==> src/rtl/aiex_pkg.sv <==
// Shared constants, types and register map of the accumulator instruction executor
package aiex_pkg;

   // Instruction groups handled by the executor
   typedef enum logic [4:0] {
      OP_IDLE,
      OP_COPY_TO_ACC,
      OP_LOAD_IMM,
      OP_STORE_ACC,
      OP_OR_MEM,
      OP_OR_IMM,
      OP_DISJ_TO_MEM,
      OP_CALL,
      OP_SUB_EXIT,
      OP_SUB_EXIT_IMM,
      OP_IRQ_EXIT,
      OP_ROT_LEFT,
      OP_ROT_LEFT_TO_ACC,
      OP_ROT_LEFT_VIA_CARRY,
      OP_ROT_LEFT_VIA_CARRY_TO_ACC,
      OP_ROT_RIGHT,
      OP_ROT_RIGHT_TO_ACC,
      OP_ROT_RIGHT_VIA_CARRY,
      OP_ROT_RIGHT_VIA_CARRY_TO_ACC,
      OP_SUB_BORROW,
      OP_SUB_BORROW_TO_MEM,
      OP_DEC_SKIP_ZERO
   } aiex_op_t;

   // Decoded instruction as delivered by the fetch path
   typedef struct packed {
      aiex_op_t op;
      logic [4:0] addr;
      logic [9:0] target;
      logic [7:0] imm;
   } aiex_instr_t;

   // Arithmetic status flags
   typedef struct packed {
      logic signed_range_exceeded;
      logic zero;
      logic half_carry;
      logic carry;
   } aiex_flags_t;

   // Sequencer states
   typedef enum logic [1:0] {
      ST_EXEC,
      ST_SECOND,
      ST_DUMMY
   } aiex_state_t;

   // APB register byte addresses
   localparam logic [7:0] REG_ACC = 8'h00;
   localparam logic [7:0] REG_STATUS = 8'h04;
   localparam logic [7:0] REG_PC = 8'h08;
   localparam logic [7:0] REG_STACK = 8'h0c;
   localparam logic [7:0] REG_CTRL = 8'h10;

   // Status register field positions
   localparam int BIT_CARRY = 0;
   localparam int BIT_HALF = 1;
   localparam int BIT_ZERO = 2;
   localparam int BIT_SIGNED = 3;
   localparam int BIT_GIE = 4;
   localparam int BIT_BUSY = 5;
   // Control register field position
   localparam int BIT_RUN = 0;

   // Reset values
   localparam logic [7:0] RST_ACC = 8'h00;
   localparam logic [3:0] RST_FLAGS = 4'h0;
   localparam logic RST_GIE = 1'b0;
   localparam logic RST_RUN = 1'b0;
   localparam logic [9:0] RST_PC = 10'h000;

endpackage : aiex_pkg

==> src/rtl/aiex_dmem.sv <==
// Data memory with one combinational read port and one clocked write port
`timescale 1ns/10ps
module aiex_dmem #(
   parameter int DEPTH = 32,
   parameter int AW = 5,
   parameter int WIDTH = 8
) (
   input wire logic mclk,
   input wire logic [AW-1:0] raddr,
   output logic [WIDTH-1:0] rdata,
   input wire logic we,
   input wire logic [AW-1:0] waddr,
   input wire logic [WIDTH-1:0] wdata
);

   logic [WIDTH-1:0] mem [DEPTH];

   // Read is combinational so an operand is ready in the execute cycle
   assign rdata = mem[raddr];

   // Write lands at the clock edge that ends the execute cycle
   always_ff @(posedge mclk) begin
      if (we) begin
         mem[waddr] <= wdata;
      end
   end

endmodule : aiex_dmem

==> src/rtl/aiex_core.sv <==
// Accumulator instruction executor with APB register access
// Summary of operation
// - Copy-to-accumulator loads the addressed memory byte; memory and flags unchanged.
// - Load-immediate writes the 8-bit constant to the accumulator; flags unchanged.
// - Store-accumulator writes the accumulator to memory; flags unchanged.
// - Idle instruction only advances the program counter by one.
// - OR with memory or immediate goes to accumulator; only zero flag updates.
// - Disjunction-to-memory ORs and writes back to memory; only zero flag updates.
// - Subroutine exit reloads program counter from stack; two cycles; no flags.
// - Exit-with-constant reloads program counter and loads immediate into accumulator.
// - Interrupt exit reloads program counter and sets global interrupt enable.
// - Rotate left wraps bit 7 into bit 0; memory or accumulator; no flags.
// - Rotate left via carry: bit 7 to carry, old carry to bit 0.
// - Rotate right wraps bit 0 into bit 7; memory or accumulator; no flags.
// - Rotate right via carry: bit 0 to carry, old carry to bit 7.
// - Subtract with borrow is acc plus inverted memory plus carry; four flags.
// - Decrement-skip-zero writes back; zero result skips using two cycles.
// - A taken skip discards the prefetched instruction and inserts a dummy cycle.
// - Call pushes the address after the call onto the return stack.
`timescale 1ns/10ps
module aiex_core #(
   parameter int PCW = 10,
   parameter int MEM_DEPTH = 32,
   parameter int MEM_AW = 5
) (
   input wire logic mclk,
   input wire logic nrst,
   input wire logic psel,
   input wire logic penable,
   input wire logic pwrite,
   input wire logic [7:0] paddr,
   input wire logic [31:0] pwdata,
   output logic [31:0] prdata,
   output logic pready,
   output logic pslverr,
   input wire logic instr_valid,
   input wire aiex_pkg::aiex_instr_t instr,
   output logic instr_ready,
   output logic [PCW-1:0] pc,
   output logic discard_prefetch,
   output logic global_irq_enable
);

   logic [7:0] acc, next_acc;
   aiex_pkg::aiex_flags_t flags, next_flags;
   logic next_gie;
   logic [PCW-1:0] next_pc;
   logic [PCW-1:0] stack, next_stack;
   logic run, next_run;
   aiex_pkg::aiex_state_t state, next_state;
   logic next_discard;
   logic [31:0] next_prdata;
   logic mem_we;
   logic [7:0] mem_wdata;
   logic [7:0] mem_rdata;
   logic fire;
   logic apb_access;
   logic mapped;
   logic [8:0] diff;
   logic [4:0] diff_low;
   logic [7:0] nmem;
   logic [7:0] dec;

   // Operand storage
   aiex_dmem #(.DEPTH(MEM_DEPTH), .AW(MEM_AW), .WIDTH(8)) u_dmem (
      .mclk(mclk),
      .raddr(instr.addr[MEM_AW-1:0]),
      .rdata(mem_rdata),
      .we(mem_we),
      .waddr(instr.addr[MEM_AW-1:0]),
      .wdata(mem_wdata)
   );

   // Instructions are taken only in the execute state while running
   assign instr_ready = run && (state == aiex_pkg::ST_EXEC);
   assign fire = instr_valid && instr_ready;
   assign apb_access = psel && penable;
   assign pready = 1'b1;
   assign mapped = (paddr == aiex_pkg::REG_ACC) || (paddr == aiex_pkg::REG_STATUS) ||
                   (paddr == aiex_pkg::REG_PC) || (paddr == aiex_pkg::REG_STACK) ||
                   (paddr == aiex_pkg::REG_CTRL);
   assign pslverr = apb_access && !mapped;

   // Arithmetic helpers for borrow subtract and decrement
   assign nmem = ~mem_rdata;
   assign diff = {1'b0, acc} + {1'b0, nmem} + {8'h00, flags.carry};
   assign diff_low = {1'b0, acc[3:0]} + {1'b0, nmem[3:0]} + {4'h0, flags.carry};
   assign dec = mem_rdata - 8'h01;

   // Execution, sequencing and software register writes
   always_comb begin
      next_acc = acc;
      next_flags = flags;
      next_gie = global_irq_enable;
      next_pc = pc;
      next_stack = stack;
      next_run = run;
      next_state = aiex_pkg::ST_EXEC;
      next_discard = 1'b0;
      mem_we = 1'b0;
      mem_wdata = acc;
      // Software writes; an executing instruction below overrides them
      if (apb_access && pwrite) begin
         unique case (paddr)
            aiex_pkg::REG_ACC: next_acc = pwdata[7:0];
            aiex_pkg::REG_STATUS: begin
               next_flags.carry = pwdata[aiex_pkg::BIT_CARRY];
               next_flags.half_carry = pwdata[aiex_pkg::BIT_HALF];
               next_flags.zero = pwdata[aiex_pkg::BIT_ZERO];
               next_flags.signed_range_exceeded = pwdata[aiex_pkg::BIT_SIGNED];
               next_gie = pwdata[aiex_pkg::BIT_GIE];
            end
            aiex_pkg::REG_CTRL: next_run = pwdata[aiex_pkg::BIT_RUN];
            default: begin
            end
         endcase
      end
      if (fire) begin
         next_pc = pc + PCW'(1);
         unique case (instr.op)
            aiex_pkg::OP_IDLE: begin
            end
            aiex_pkg::OP_COPY_TO_ACC: next_acc = mem_rdata;
            aiex_pkg::OP_LOAD_IMM: next_acc = instr.imm;
            aiex_pkg::OP_STORE_ACC: begin
               mem_we = 1'b1;
               mem_wdata = acc;
            end
            aiex_pkg::OP_OR_MEM: begin
               next_acc = acc | mem_rdata;
               next_flags.zero = ((acc | mem_rdata) == 8'h00);
            end
            aiex_pkg::OP_OR_IMM: begin
               next_acc = acc | instr.imm;
               next_flags.zero = ((acc | instr.imm) == 8'h00);
            end
            aiex_pkg::OP_DISJ_TO_MEM: begin
               mem_we = 1'b1;
               mem_wdata = acc | mem_rdata;
               next_flags.zero = ((acc | mem_rdata) == 8'h00);
            end
            aiex_pkg::OP_CALL: begin
               next_stack = pc + PCW'(1);
               next_pc = PCW'(instr.target);
               next_state = aiex_pkg::ST_SECOND;
            end
            aiex_pkg::OP_SUB_EXIT: begin
               next_pc = stack;
               next_state = aiex_pkg::ST_SECOND;
            end
            aiex_pkg::OP_SUB_EXIT_IMM: begin
               next_pc = stack;
               next_acc = instr.imm;
               next_state = aiex_pkg::ST_SECOND;
            end
            aiex_pkg::OP_IRQ_EXIT: begin
               next_pc = stack;
               next_gie = 1'b1;
               next_state = aiex_pkg::ST_SECOND;
            end
            aiex_pkg::OP_ROT_LEFT: begin
               mem_we = 1'b1;
               mem_wdata = {mem_rdata[6:0], mem_rdata[7]};
            end
            aiex_pkg::OP_ROT_LEFT_TO_ACC: next_acc = {mem_rdata[6:0], mem_rdata[7]};
            aiex_pkg::OP_ROT_LEFT_VIA_CARRY: begin
               mem_we = 1'b1;
               mem_wdata = {mem_rdata[6:0], flags.carry};
               next_flags.carry = mem_rdata[7];
            end
            aiex_pkg::OP_ROT_LEFT_VIA_CARRY_TO_ACC: begin
               next_acc = {mem_rdata[6:0], flags.carry};
               next_flags.carry = mem_rdata[7];
            end
            aiex_pkg::OP_ROT_RIGHT: begin
               mem_we = 1'b1;
               mem_wdata = {mem_rdata[0], mem_rdata[7:1]};
            end
            aiex_pkg::OP_ROT_RIGHT_TO_ACC: next_acc = {mem_rdata[0], mem_rdata[7:1]};
            aiex_pkg::OP_ROT_RIGHT_VIA_CARRY: begin
               mem_we = 1'b1;
               mem_wdata = {flags.carry, mem_rdata[7:1]};
               next_flags.carry = mem_rdata[0];
            end
            aiex_pkg::OP_ROT_RIGHT_VIA_CARRY_TO_ACC: begin
               next_acc = {flags.carry, mem_rdata[7:1]};
               next_flags.carry = mem_rdata[0];
            end
            aiex_pkg::OP_SUB_BORROW, aiex_pkg::OP_SUB_BORROW_TO_MEM: begin
               if (instr.op == aiex_pkg::OP_SUB_BORROW) begin
                  next_acc = diff[7:0];
               end else begin
                  mem_we = 1'b1;
                  mem_wdata = diff[7:0];
               end
               next_flags.carry = diff[8];
               next_flags.half_carry = diff_low[4];
               next_flags.zero = (diff[7:0] == 8'h00);
               next_flags.signed_range_exceeded = (acc[7] == nmem[7]) && (diff[7] != acc[7]);
            end
            aiex_pkg::OP_DEC_SKIP_ZERO: begin
               mem_we = 1'b1;
               mem_wdata = dec;
               if (dec == 8'h00) begin
                  next_pc = pc + PCW'(2);
                  next_discard = 1'b1;
                  next_state = aiex_pkg::ST_DUMMY;
               end
            end
            default: begin
            end
         endcase
      end
   end

   // Read data is registered during the setup cycle
   always_comb begin
      next_prdata = 32'h0000_0000;
      unique case (paddr)
         aiex_pkg::REG_ACC: next_prdata[7:0] = acc;
         aiex_pkg::REG_STATUS: begin
            next_prdata[aiex_pkg::BIT_CARRY] = flags.carry;
            next_prdata[aiex_pkg::BIT_HALF] = flags.half_carry;
            next_prdata[aiex_pkg::BIT_ZERO] = flags.zero;
            next_prdata[aiex_pkg::BIT_SIGNED] = flags.signed_range_exceeded;
            next_prdata[aiex_pkg::BIT_GIE] = global_irq_enable;
            next_prdata[aiex_pkg::BIT_BUSY] = (state != aiex_pkg::ST_EXEC);
         end
         aiex_pkg::REG_PC: next_prdata[PCW-1:0] = pc;
         aiex_pkg::REG_STACK: next_prdata[PCW-1:0] = stack;
         aiex_pkg::REG_CTRL: next_prdata[aiex_pkg::BIT_RUN] = run;
         default: begin
         end
      endcase
      if (!(psel && !penable && !pwrite)) begin
         next_prdata = prdata;
      end
   end

   // State registers
   always_ff @(posedge mclk or negedge nrst) begin
      if (!nrst) begin
         acc <= aiex_pkg::RST_ACC;
         flags <= aiex_pkg::RST_FLAGS;
         global_irq_enable <= aiex_pkg::RST_GIE;
         pc <= aiex_pkg::RST_PC;
         stack <= aiex_pkg::RST_PC;
         run <= aiex_pkg::RST_RUN;
         state <= aiex_pkg::ST_EXEC;
         discard_prefetch <= 1'b0;
         prdata <= 32'h0000_0000;
      end else begin
         acc <= next_acc;
         flags <= next_flags;
         global_irq_enable <= next_gie;
         pc <= next_pc;
         stack <= next_stack;
         run <= next_run;
         state <= next_state;
         discard_prefetch <= next_discard;
         prdata <= next_prdata;
      end
   end
endmodule : aiex_core

==> config.mk <==
export PLATFORM = sky130hd
export DESIGN_NAME = aiex_core
export DESIGN_NICKNAME = d
export VERILOG_FILES = /design/src/rtl/aiex_pkg.sv /design/src/rtl/aiex_dmem.sv /design/src/rtl/aiex_core.sv
export SDC_FILE = /design/constraint.sdc
export NUM_CORES = 1
export LEC_CHECK = 0
export ABC_AREA = 1
export BUFFER_PORTS_ARGS = -buffer_cell sky130_fd_sc_hd__buf_2
export CORE_MARGIN = 4
export CORE_UTILIZATION = 50
export CTS_BUF_LIST = sky130_fd_sc_hd__clkbuf_16
export DETAILED_ROUTE_END_ITERATION = 12
export PLACE_DENSITY = 0.68
export SYNTH_ARGS = -nofsm -noshare
export SYNTH_HDL_FRONTEND = slang
export SYNTH_SLANG_ARGS = --single-unit
==> constraint.sdc <==
create_clock -name mclk -period 8.2 [get_ports mclk]
set_input_delay 1.23 -clock mclk [delete_from_list [all_inputs] [get_ports mclk]]
set_output_delay 1.23 -clock mclk [all_outputs]
set_load 0.01 [all_outputs]
## After elaboration in Yosys (flattened, before gate mapping)

Memories as Yosys holds them, arrays and structs flattened.
Index checks and enable logic that the tools add are counted.
Widths: inputs -> output; s select.

- Word-level logic and storage cells: 118
- RAM bits: 256
- Memories: 1
- Output and inout bits: 47
- Flip-flop bits (word level): 47

Memories:

| memory | words | width | rd ports | clocked after memory_dff | wr ports | line | source |
|---|---|---|---|---|---|---|---|
| u_dmem.mem | 32 | 8 | 1 | 0 | 1 | aiex_dmem.sv:16 | `logic [WIDTH-1:0] mem [DEPTH];` |

- $add $sub $neg: 7
- Reduce and logical (&&, ||, !) cells: 32
- Equal/unequal tests: 27
- Muxes and demuxes: 36
- Bitwise operators: 3

Operators with widths:

| cell | count |
|---|---|
| $pmux 8 s9 | 1 |
| $pmux 8 s7 | 1 |
| $mux 8 | 6 |
| $eq 5x4->1 const B | 8 |
| $logic_not 8->1 | 5 |
| $eq 5x5->1 const B | 6 |
| $pmux 10 s3 | 1 |
| $eq 5x3->1 const B | 4 |
| $pmux 5 s4 | 1 |
| $eq 8x4->1 const B | 2 |
| $or 8x8->8 | 2 |
| $mux 1 | 13 |
| $mux 4 | 3 |
| $add 10x1->10 const B | 1 |
| $add 10x2->10 const B | 1 |
| $eq 5x2->1 const B | 2 |
| $mux 10 | 1 |
| $reduce_or 2->1 | 5 |
| $add 8x8->9 | 1 |
| $add 9x1->9 | 1 |
| $eq 8x3->1 const B | 1 |
| $eq 8x5->1 const B | 1 |
| $logic_and 1x1->1 | 8 |
| $not 8->8 | 1 |
| other kinds (20) | 29 |

## Logic depth before layout (Yosys ltp)

Gate-level depths: netlist (run 1).
An unclocked memory read counts as a cell.

- Depth in word-level cells: 8
- Mapped depth: 25

## By module

A second synthesis (run 1) with hierarchy kept.

- Cell total of the unflattened synthesis: 1687
- Area total of the unflattened synthesis: 15511.1 um^2

By module, submodules not included:

| module | cells each | times used | area each (um^2) |
|---|---|---|---|
| aiex_dmem | 914 | 1 | 10626.4 |
| aiex_core | 773 | 1 | 4884.7 |

## Least setup slack after synthesis (run 1)

OpenSTA, ideal clock, no wires.

- Path kind: input -> register
- Start: in instr[20] in the netlist's numbering
- End: mem u_dmem.mem[0][6], data pin
- Data arrival time: 4719 ps
- Path slack: 3083 ps
- Stages on the path: 18
- Path through: buf_4 -> inv_2 -> nor3_2 -> o21ai_0 -> nand2_1 -> inv_2 -> nand2_1 -> nor2_4 -> fa_1 -> fa_1 -> nand3_1 -> nand2_1 -> a21oi_1 -> o21ai_0 -> xor2_1 -> nor2_1 -> nor3_1 -> a31oi_1

- Word-level cells in the longest chain between the ends: 7
- Elaborated cells between the ends (all ways): 9

RTL lines:

| what | line | source |
|---|---|---|
| from (decl) | aiex_core.sv:37 | `input wire aiex_pkg::aiex_instr_t instr,` |
| $mem_v2 32x8 (*) | -- |  |
| $not 8->8 | aiex_core.sv:85 | `assign nmem = ~mem_rdata;` |
| $add 8x8->9 | aiex_core.sv:86 | `assign diff = {1'b0, acc} + {1'b0, nmem} + {8'h00, flags.carry};` |
| $add 9x1->9 | aiex_core.sv:86 |  |
| $mux 8 | aiex_core.sv:190 | `if (instr.op == aiex_pkg::OP_SUB_BORROW) begin` |
| $pmux 8 s7 (*) | aiex_core.sv:120 | `unique case (instr.op)` |
| $mux 8 (*) | aiex_core.sv:118 | `if (fire) begin` |
| named net mem_wdata[6] | aiex_core.sv:54 | `logic [7:0] mem_wdata;` |
| to (decl) | aiex_dmem.sv:16 |  |

The timed path passes the listed nets; every way through them passes the cells marked *.

## Worst setup path after layout (run 1)

- Start: in instr[18] in the netlist's numbering
- End: mem u_dmem.mem[29][6], data pin

Same word-level chain as after synthesis.

==> flow_summary.toml, run 1 <==
[logic_synthesis]
synth_commonest_cells = "nand2_1, edfxtp_1, inv_1"
yosys.cell_types.count = 54
synthArstFlopShare_pct = 15.5
netlist_area_sq_um = 15300
synthFlopType = "edfxtp_1"
synth_area_leaders = "edfxtp_1, nand2_1, dfrtp_1"
synth-edff-count = 256
synth_seq_area_share_pct = 57.9
ys_warn_count = 0
avgSynthCellArea_sq_um = 9.11
synth-seq-cells = 303
synth_top_area_share_pct = 50.2
syn_inst = 1680
post-synth-top-count-cell = "nand2_1"
yosysTopAreaCell = "edfxtp_1"

[routing]
drc = 0
vias = 11945
routed_wl_um = 41300
wl_met3_um = 3350
routed.top_layer = "met4"
met1Wirelength_um = 17100
wl_per_cell_um = 19.0
wl_met2_um = 19400
routed_via_density = 5.50
initialDrtViolationCount = 1052
ant_nets = 0
firstDrtPassIters = 5

[power_and_ir_drop]
power_uw = 3720
powerDensity_nw_per_um2 = 218
leakage_uw = 0.00729
ir_drop_mv = 0.202

[sta]
rsz0062_at_grt = "false"
skew_ps = 26.6
slew_headroom_pct = 11.4
setup_violations = 0
tightest_slew_ps = 1330
drv_slew = 0
finalCriticalPeriod_ps = 5910
fin_crit_sh_pct = 72.1
fin_setup_tns_ps = 0
hold_viol_final = 0
worst_slack_ps = 2290
fmax_mhz = 169

[clock_tree]
path_clk_slew_ps = 60
ctsResizeCount = 0
clock_latency_ps = 550
htreeDepth = 2
clk_path_buf_depth = 3
root_buffer = "clkbuf_16"
cts_setup_buffers = 0
cts_buffers = 34
cts_hold_buffers = 0
clock_sinks = 303
cts_tree = "done"

[min_path]
min_path_type = "reg2reg"
hold_depth = 2

[global_route]
grt_max_degree = 62
grt_pass1_wl_um = 63800
grt_overflow = 0
antenna_found_initial = 0
track_usage_pct = 24.4
grt_pass1_vias = 11331

[die]
io_pins = 121
fp-row-count = 63
core_sq_um = 30000
dieWidth_um = 183
die_area_sq_um = 33500
fp.dieH_um = 183
start_util_pct = 51.1

[setup_path]
cp_max_fo = 44
crit_chain = "buf_4 > inv_2 > nor2_2 > nand2_1 > nand4_1 > nand2_1 > nand2_1 > inv_2 > nand2_1 > nor2_4 > fa_1 > fa_1 > nand3_1 > nand2_1 > a21oi_1 > o21ai_0 > xor2_1 > nor2_1 > nor3_1 > a31oi_2 > buf_4"
reg2regPathDepth = 20
path_buf_inv = 4
cp_slowest_stage_delay_ps = 650
cp.arrival_ps = 6150
required_ps = 8440
worstSetupStartpointType = "input port"
critPathKind = "in2reg"
critPathTopFamily = "simple AND/OR/NAND/NOR gates"
cpMostUsedCell = "nand2_1"
critical_path.slowest_cell = "nor2_2"
path_depth = 21
critPathCaptureType = "flip-flop"

[placement]
dp_hpwl_um = 27000
place_congestion = 0.945
post-place-ws_ps = 1740
io_buffers = 73

[outcome]
outcome = "finished clean"

[layout]
final_nets = 1851
drive_above_1_share_pct = 10.8
antenna_cells = 0
syn_to_final_growth_pct = 11.7

[job]
cap_violations = 0
per-layer routing:
layer  vias up  track usage (%)
li1       5747                -
met1      5569             33.1
met2       531             39.8
met3        98             3.79
met4         0             9.39
met5         -                0
placed cells by master, fill, tap and decap left out, drive strengths merged, types with 21 or more instances in the layout:
cell type	netlist	routed
a21oi	43	43
edfxtp	256	256
o22ai	21	21
nor3	23	23
conb	2	23
nand3	46	46
buf	60	94
dfrtp	47	47
o21ai	61	61
inv	116	123
clkbuf	15	34
nand2	733	733
clkinv	4	21
nor2	111	111
worst reg2reg max path, stage by stage (launching register included):
cell      delay [ps]
edfxtp_1         350
nand2_1           80
nand2_1           60
nand2_1           50
nand3_1           80
nand2_1           90
nand2_1          130
inv_2             70
nand2_1           70
nor2_4           310
fa_1             340
fa_1             250
nand3_1          190
nand2_1          160
a21oi_1           70
o21ai_0          330
xor2_1           280
nor2_1            80
nor3_1           270
a31oi_2          150
buf_4            280
power breakdown:
| part | total [uW] | internal [uW] | switching [uW] |
|---|---|---|---|
| registers | 1740 | 1710 | 27.4 |
| logic | 437 | 121 | 316 |
| clock network | 1550 | 900 | 648 |
cell families after synthesis:
family | synth area share, %
buffers and inverters | 6.03
DFF | 57.9
muxes | 0.0735
xor gates and xnor gates | 1.20
adders and majority gates | 1.81
AOI/OAI and AO/OA | 8.08
and+or+nand+nor | 24.9
other | 0.0490
final timing paths:
kind                             startpoint                end  slack (ps)
max                               instr[18]  u_dmem.mem[29][6]        2290
min                               prdata[7]          prdata[7]         480
max reg2reg                u_dmem.mem[9][0]  u_dmem.mem[29][6]        4190
min reg2reg                       prdata[7]          prdata[7]         480
max in group asynchronous              nrst          prdata[3]        6940
min in group asynchronous              nrst             acc[7]         810
final cells by class:
class	count	area (sq um)
Multi-Input combinational cell	1203	5630
Tap cell	390	488
Sequential cell	303	8860
Fill cell	2669	12900
Clock inverter	28	288
Inverter	120	450
Timing Repair Buffer	94	526
Clock buffer	34	851
flip-flops by register name, summed over array words and instances, names as in the netlist:
| signal | cells |
|---|---|
| flags | 4 |
| u_dmem.mem | 256 |
| discard_prefetch | 1 |
| global_irq_enable | 1 |
| stack | 10 |
| prdata | 10 |
| run | 1 |
| pc | 10 |
| state | 2 |
| acc | 8 |
per-stage QoR:
step | instance area, sq um | util (%) | std cells | hold slack (ps)
floorplan | 15400 | - | 1701 | 475
CTS | 17100 | 57.1 | 2172 | 486
finish | 17100 | 57.1 | 2172 | 480
global placement | 16000 | 53.3 | 2110 | 464
global route | 17100 | 57.1 | 2172 | 504
detailed placement | 16000 | 53.3 | 2110 | 471
Power figures use the tool's default switching activity.
==> run 2: changes to the inputs <==
- clock period: 8.2 -> 5.9 ns (I/O delays scaled with it)
==> flow_summary.toml, run 2 (synthesis gave the netlist of run 1 again) <==
[setup_path]
worstReg2RegEnd = "u_dmem.mem[31][6]"
cpMostUsedCell = "nand2_1"
worstSetupStartpointType = "input port"
critPathKind = "in2reg"
required_ps = 6110
critPathTopFamily = "simple AND/OR/NAND/NOR gates"
r2r_slack_ps = 2020
cp.arrival_ps = 5000
critPathCaptureType = "flip-flop"
critical_path.slowest_cell = "nor2_4"
reg2regPathDepth = 20
path_buf_inv = 4
cp_max_fo = 32
timing.rr.start = "u_dmem.mem[13][0]"
crit_chain = "buf_2 > inv_2 > nor2_4 > nand2_1 > nand3_1 > nand2_1 > nand2_1 > inv_2 > nand2_1 > nor2_4 > fa_1 > fa_1 > nand3_1 > nand2_1 > a21oi_1 > o21ai_0 > xor2_1 > nor2_1 > nor3_1 > a31oi_2 > buf_4"
cp_slowest_stage_delay_ps = 510

[layout]
regMostFlops = "u_dmem.mem"
final_common_cell = "nand2_1"
drive_above_1_share_pct = 10.6
syn_to_final_growth_pct = 11.5
most-common-layout-cells = "nand2_1, edfxtp_1, inv_1"
largest_reg_flops = 256
final_nets = 1861

[power_and_ir_drop]
leakage_uw = 0.00731
power_uw = 4990
ir_drop_mv = 0.259
powerDensity_nw_per_um2 = 292

[clock_tree]
ctsResizeCount = 0
clk_path_buf_depth = 3
htreeDepth = 2
cts_buffers = 34
cts_tree = "done"
clock_latency_ps = 520
clock_sinks = 303
path_clk_slew_ps = 60
cts_setup_buffers = 0
cts_hold_buffers = 0
root_buffer = "clkbuf_16"

[outcome]
outcome = "finished clean"

[sta]
fin_crit_sh_pct = 81.2
finalCriticalPeriod_ps = 4790
fmax_mhz = 209
skew_ps = 23.0
hold_viol_final = 0
tightest_slew_ps = 1240
rsz0062_at_grt = "false"
setup_violations = 0
fin_setup_tns_ps = 0
slew_headroom_pct = 16.7
drv_slew = 0

[global_route]
grt_pass1_wl_um = 64000
grt_overflow = 0
antenna_found_initial = 3
grt_pass1_vias = 11284
grt_max_degree = 53
track_usage_pct = 24.3

[routing]
ant_nets = 0
firstDrtPassIters = 5
wl_per_cell_um = 19.0
drc = 0
routed_wl_um = 41400
routed_via_density = 5.49
initialDrtViolationCount = 1101
vias = 11941

[placement]
io_buffers = 73
dp_hpwl_um = 28100
place_congestion = 0.936

[die]
core_sq_um = 30000
dieWidth_um = 183
fp-row-count = 63
fp.dieH_um = 183
io_pins = 121
die_area_sq_um = 33500
start_util_pct = 51.1

[min_path]
min_path_type = "in2async"

[job]
cap_violations = 0
==> run 2: cell count changes in the layout (fill, tap and decap cells not counted) <==
cell,before,now
inv_6,2,0
clkinv_2,10,1
inv_1,108,117
clkinv_16,1,0
clkinv_8,0,1
clkinv_1,9,7
buf_12,0,1
bufinv_16,4,2
inv_8,1,0
buf_4,22,31
diode_2,0,1
==> run 2: routing by layer <==
metal	GRT usage [%]	vias to the layer above	part of all wire, %
li1	-	5758	-
met1	33.5	5577	42
met2	40.0	509	48
met3	3.59	93	7.2
met4	8.02	4	3.4
met5	0	-	0.060
==> run 2: final cells by class <==
cell class | count | area, sq um
multi-input combinational | 1203 | 5630
sequential | 303 | 8860
clock buffer | 34 | 851
fill | 2694 | 12900
tap | 390 | 488
antenna | 1 | 2.50
inverter | 120 | 450
clock inverter | 21 | 166
timing repair buffer | 104 | 613
==> run 2: where the power goes <==
part	leakage, uW	switching, uW	total, uW	internal (uW)
clock	0.000541	827	1960	1130
sequential	0.00291	38.1	2410	2370
combinational	0.00386	445	617	173
total	0.00731	1310	4990	3680
==> run 2: worst register-to-register path, cell delays in order (launching register included) <==
cell and delay (ps):
edfxtp_1 320, nand2_1 60, nand2_1 90, nand2_1 50
nand3_1 100, nand2_1 80, nand2_1 130, inv_2 30
nand2_1 90, nor2_4 60, fa_1 440, fa_1 460
nand3_1 180, nand2_1 120, a21oi_1 140, o21ai_0 170
xor2_1 320, nor2_1 70, nor3_1 250, a31oi_2 120
buf_4 280
==> run 2: worst max-delay path by stage <==
stage / startpoint / endpoint / slack [ps] / cells past startpoint
floorplan: instr[20] / u_dmem.mem[0][6] / 1130 / 18
global placement: instr[19] / u_dmem.mem[7][6] / 640 / 21
detailed placement: instr[19] / u_dmem.mem[5][6] / 610 / 21
CTS: instr[19] / u_dmem.mem[17][6] / 1130 / 21
global route: instr[19] / u_dmem.mem[28][6] / 860 / 21
finish: instr[19] / u_dmem.mem[31][6] / 1110 / 21
==> run 2: metrics by stage <==
stage	instance area, sq um	worst slack (ps)	hold slack [ps]	cells	util (%)
detailed placement	16000	609	468	2120	53.6
finish	17100	1110	455	2176	57.0
floorplan	15400	1130	475	1701	-
CTS	17100	1130	479	2175	57.0
global route	17100	860	505	2176	57.0
global placement	16000	643	464	2120	53.6
==> run 3: changes to the inputs <==
- PLACE_DENSITY: 0.68 -> 0.71
- clock period: 5.9 -> 4.1 ns (I/O delays scaled with it)
==> flow_summary.toml, run 3 (synthesis gave the netlist of run 1 again) <==
[clock_tree]
clk_path_buf_depth = 3
clock_latency_ps = 530
cts_setup_buffers = 0
clock_sinks = 303
htreeDepth = 2
root_buffer = "clkbuf_16"
path_clk_slew_ps = 60
cts_hold_buffers = 1
cts_buffers = 34
ctsResizeCount = 0
cts_tree = "done"

[job]
cap_violations = 0

[layout]
ff_latch_area_sq_um = 8860
design_area_sq_um = 17700
drive_above_1_share_pct = 13.8
fill_cells = 2545
antenna_cells = 0
syn_to_final_growth_pct = 15.5
final_nets = 1921
final_common_cell = "nand2_1"
fin_util_pct = 59.0
largest_reg_flops = 256
most-common-layout-cells = "nand2_1, edfxtp_1, inv_1"
regMostFlops = "u_dmem.mem"
multi_input_area_sq_um = 5640

[routing]
firstDrtPassIters = 6
initialDrtViolationCount = 1088
vias = 12268
ant_nets = 0
wl_per_cell_um = 18.4
routed_wl_um = 41100
drc = 0
routed_via_density = 5.48

[setup_path]
cpMostUsedCell = "nand2_1"
reg2regPathDepth = 19
required_ps = 4350
crit_chain = "buf_2 > nand2_1 > inv_2 > nand2_1 > nand4_1 > nand2_1 > nand2_1 > inv_2 > nand2_1 > nor2_4 > fa_1 > fa_1 > nand3_1 > nand2_1 > a21oi_1 > o21ai_0 > xor2_1 > nor2_1 > nor3_1 > buf_4 > a31oi_4 > buf_12"
cp_max_fo = 32
critPathCaptureType = "flip-flop"
critical_path.slowest_cell = "fa_1"
critPathKind = "in2reg"
worstSetupStartpointType = "input port"
cp_slowest_stage_delay_ps = 440
cp.arrival_ps = 4040

[placement]
place_congestion = 0.955
placed_area_sq_um = 16600
io_buffers = 73
dp_hpwl_um = 28600

[die]
start_util_pct = 51.1
fp-row-count = 63
fp.dieH_um = 183
io_pins = 121
die_area_sq_um = 33500
core_sq_um = 30000
dieWidth_um = 183

[min_path]
hold_depth = 3
min_path_type = "in2reg"

[global_route]
grt_pass1_wl_um = 64100
grt_overflow = 0
grt_max_degree = 42
grt_pass1_vias = 11734
track_usage_pct = 24.0
antenna_found_initial = 1

[outcome]
outcome = "finished clean"

[power_and_ir_drop]
power_uw = 7360
powerDensity_nw_per_um2 = 416
leakage_uw = 0.00765
ir_drop_mv = 0.363

[sta]
tightest_slew_ps = 891
slew_headroom_pct = 40.4
fin_crit_sh_pct = 92.4
fin_setup_tns_ps = 0
drv_slew = 0
rsz0062_at_grt = "false"
finalCriticalPeriod_ps = 3790
skew_ps = 22.4
fmax_mhz = 264
setup_violations = 0
hold_viol_final = 0
## run 3: changes by cell type in the layout (fill, tap and decap cells not counted), sizes merged
cell	previous run	this run
diode	1	0
inv	129	125
clkinv	10	18
buf	104	163
dlygate4sd3	0	1
## run 3: per-layer routing
metal	up-vias	share of wire (%)	global-route usage [%]
met4	2	3.8	9.54
met1	5748	41	32.7
met2	531	48	39.5
met3	103	7.4	3.15
li1	5884	-	-
met5	-	0.032	0
## run 3: final cells by class
type | instances | area share [%]
clock buffers | 34 | 4.81
flip-flops and latches | 303 | 50.1
repair buffers | 164 | 6.66
multi-input cells | 1203 | 31.9
well taps | 390 | 2.76
clock inverters | 25 | 1.20
inverters | 120 | 2.55
## run 3: worst paths after layout
path	start	to	slack [ps]
worst max-delay path	instr[19]	u_dmem.mem[11][6]	310
worst min-delay path	pwdata[4]	global_irq_enable	350
worst max register to register	u_dmem.mem[28][0]	u_dmem.mem[11][6]	570
worst min register to register	prdata[6]	prdata[6]	480
max in group asynchronous	nrst	acc[6]	2830
min in group asynchronous	nrst	acc[0]	470
## run 3: power by group
part           total [uW]  leakage [uW]  internal [uW]  switching, uW
clock network        2900      0.000546           1660           1250
logic                 989       0.00420            348            641
registers            3470       0.00291           3410           57.2
total                7360       0.00765           5420           1940
## run 3: metrics by stage
step	instances	worst slack (ps)	hold slack, ps
after detailed placement	2179	-180	458
after global routing	2239	62.0	394
after CTS	2239	338	338
after global placement	2179	-163	451
final	2239	310	350
after floorplan	1701	21.1	319
## run 3: worst max-delay path, delay by kind of cell
kind | cells | cell delay [ps]
compound gates | 3 | 350
xor+xnor | 1 | 200
fa+ha+maj | 2 | 870
buf+inv | 5 | 840
simple gates | 11 | 1130
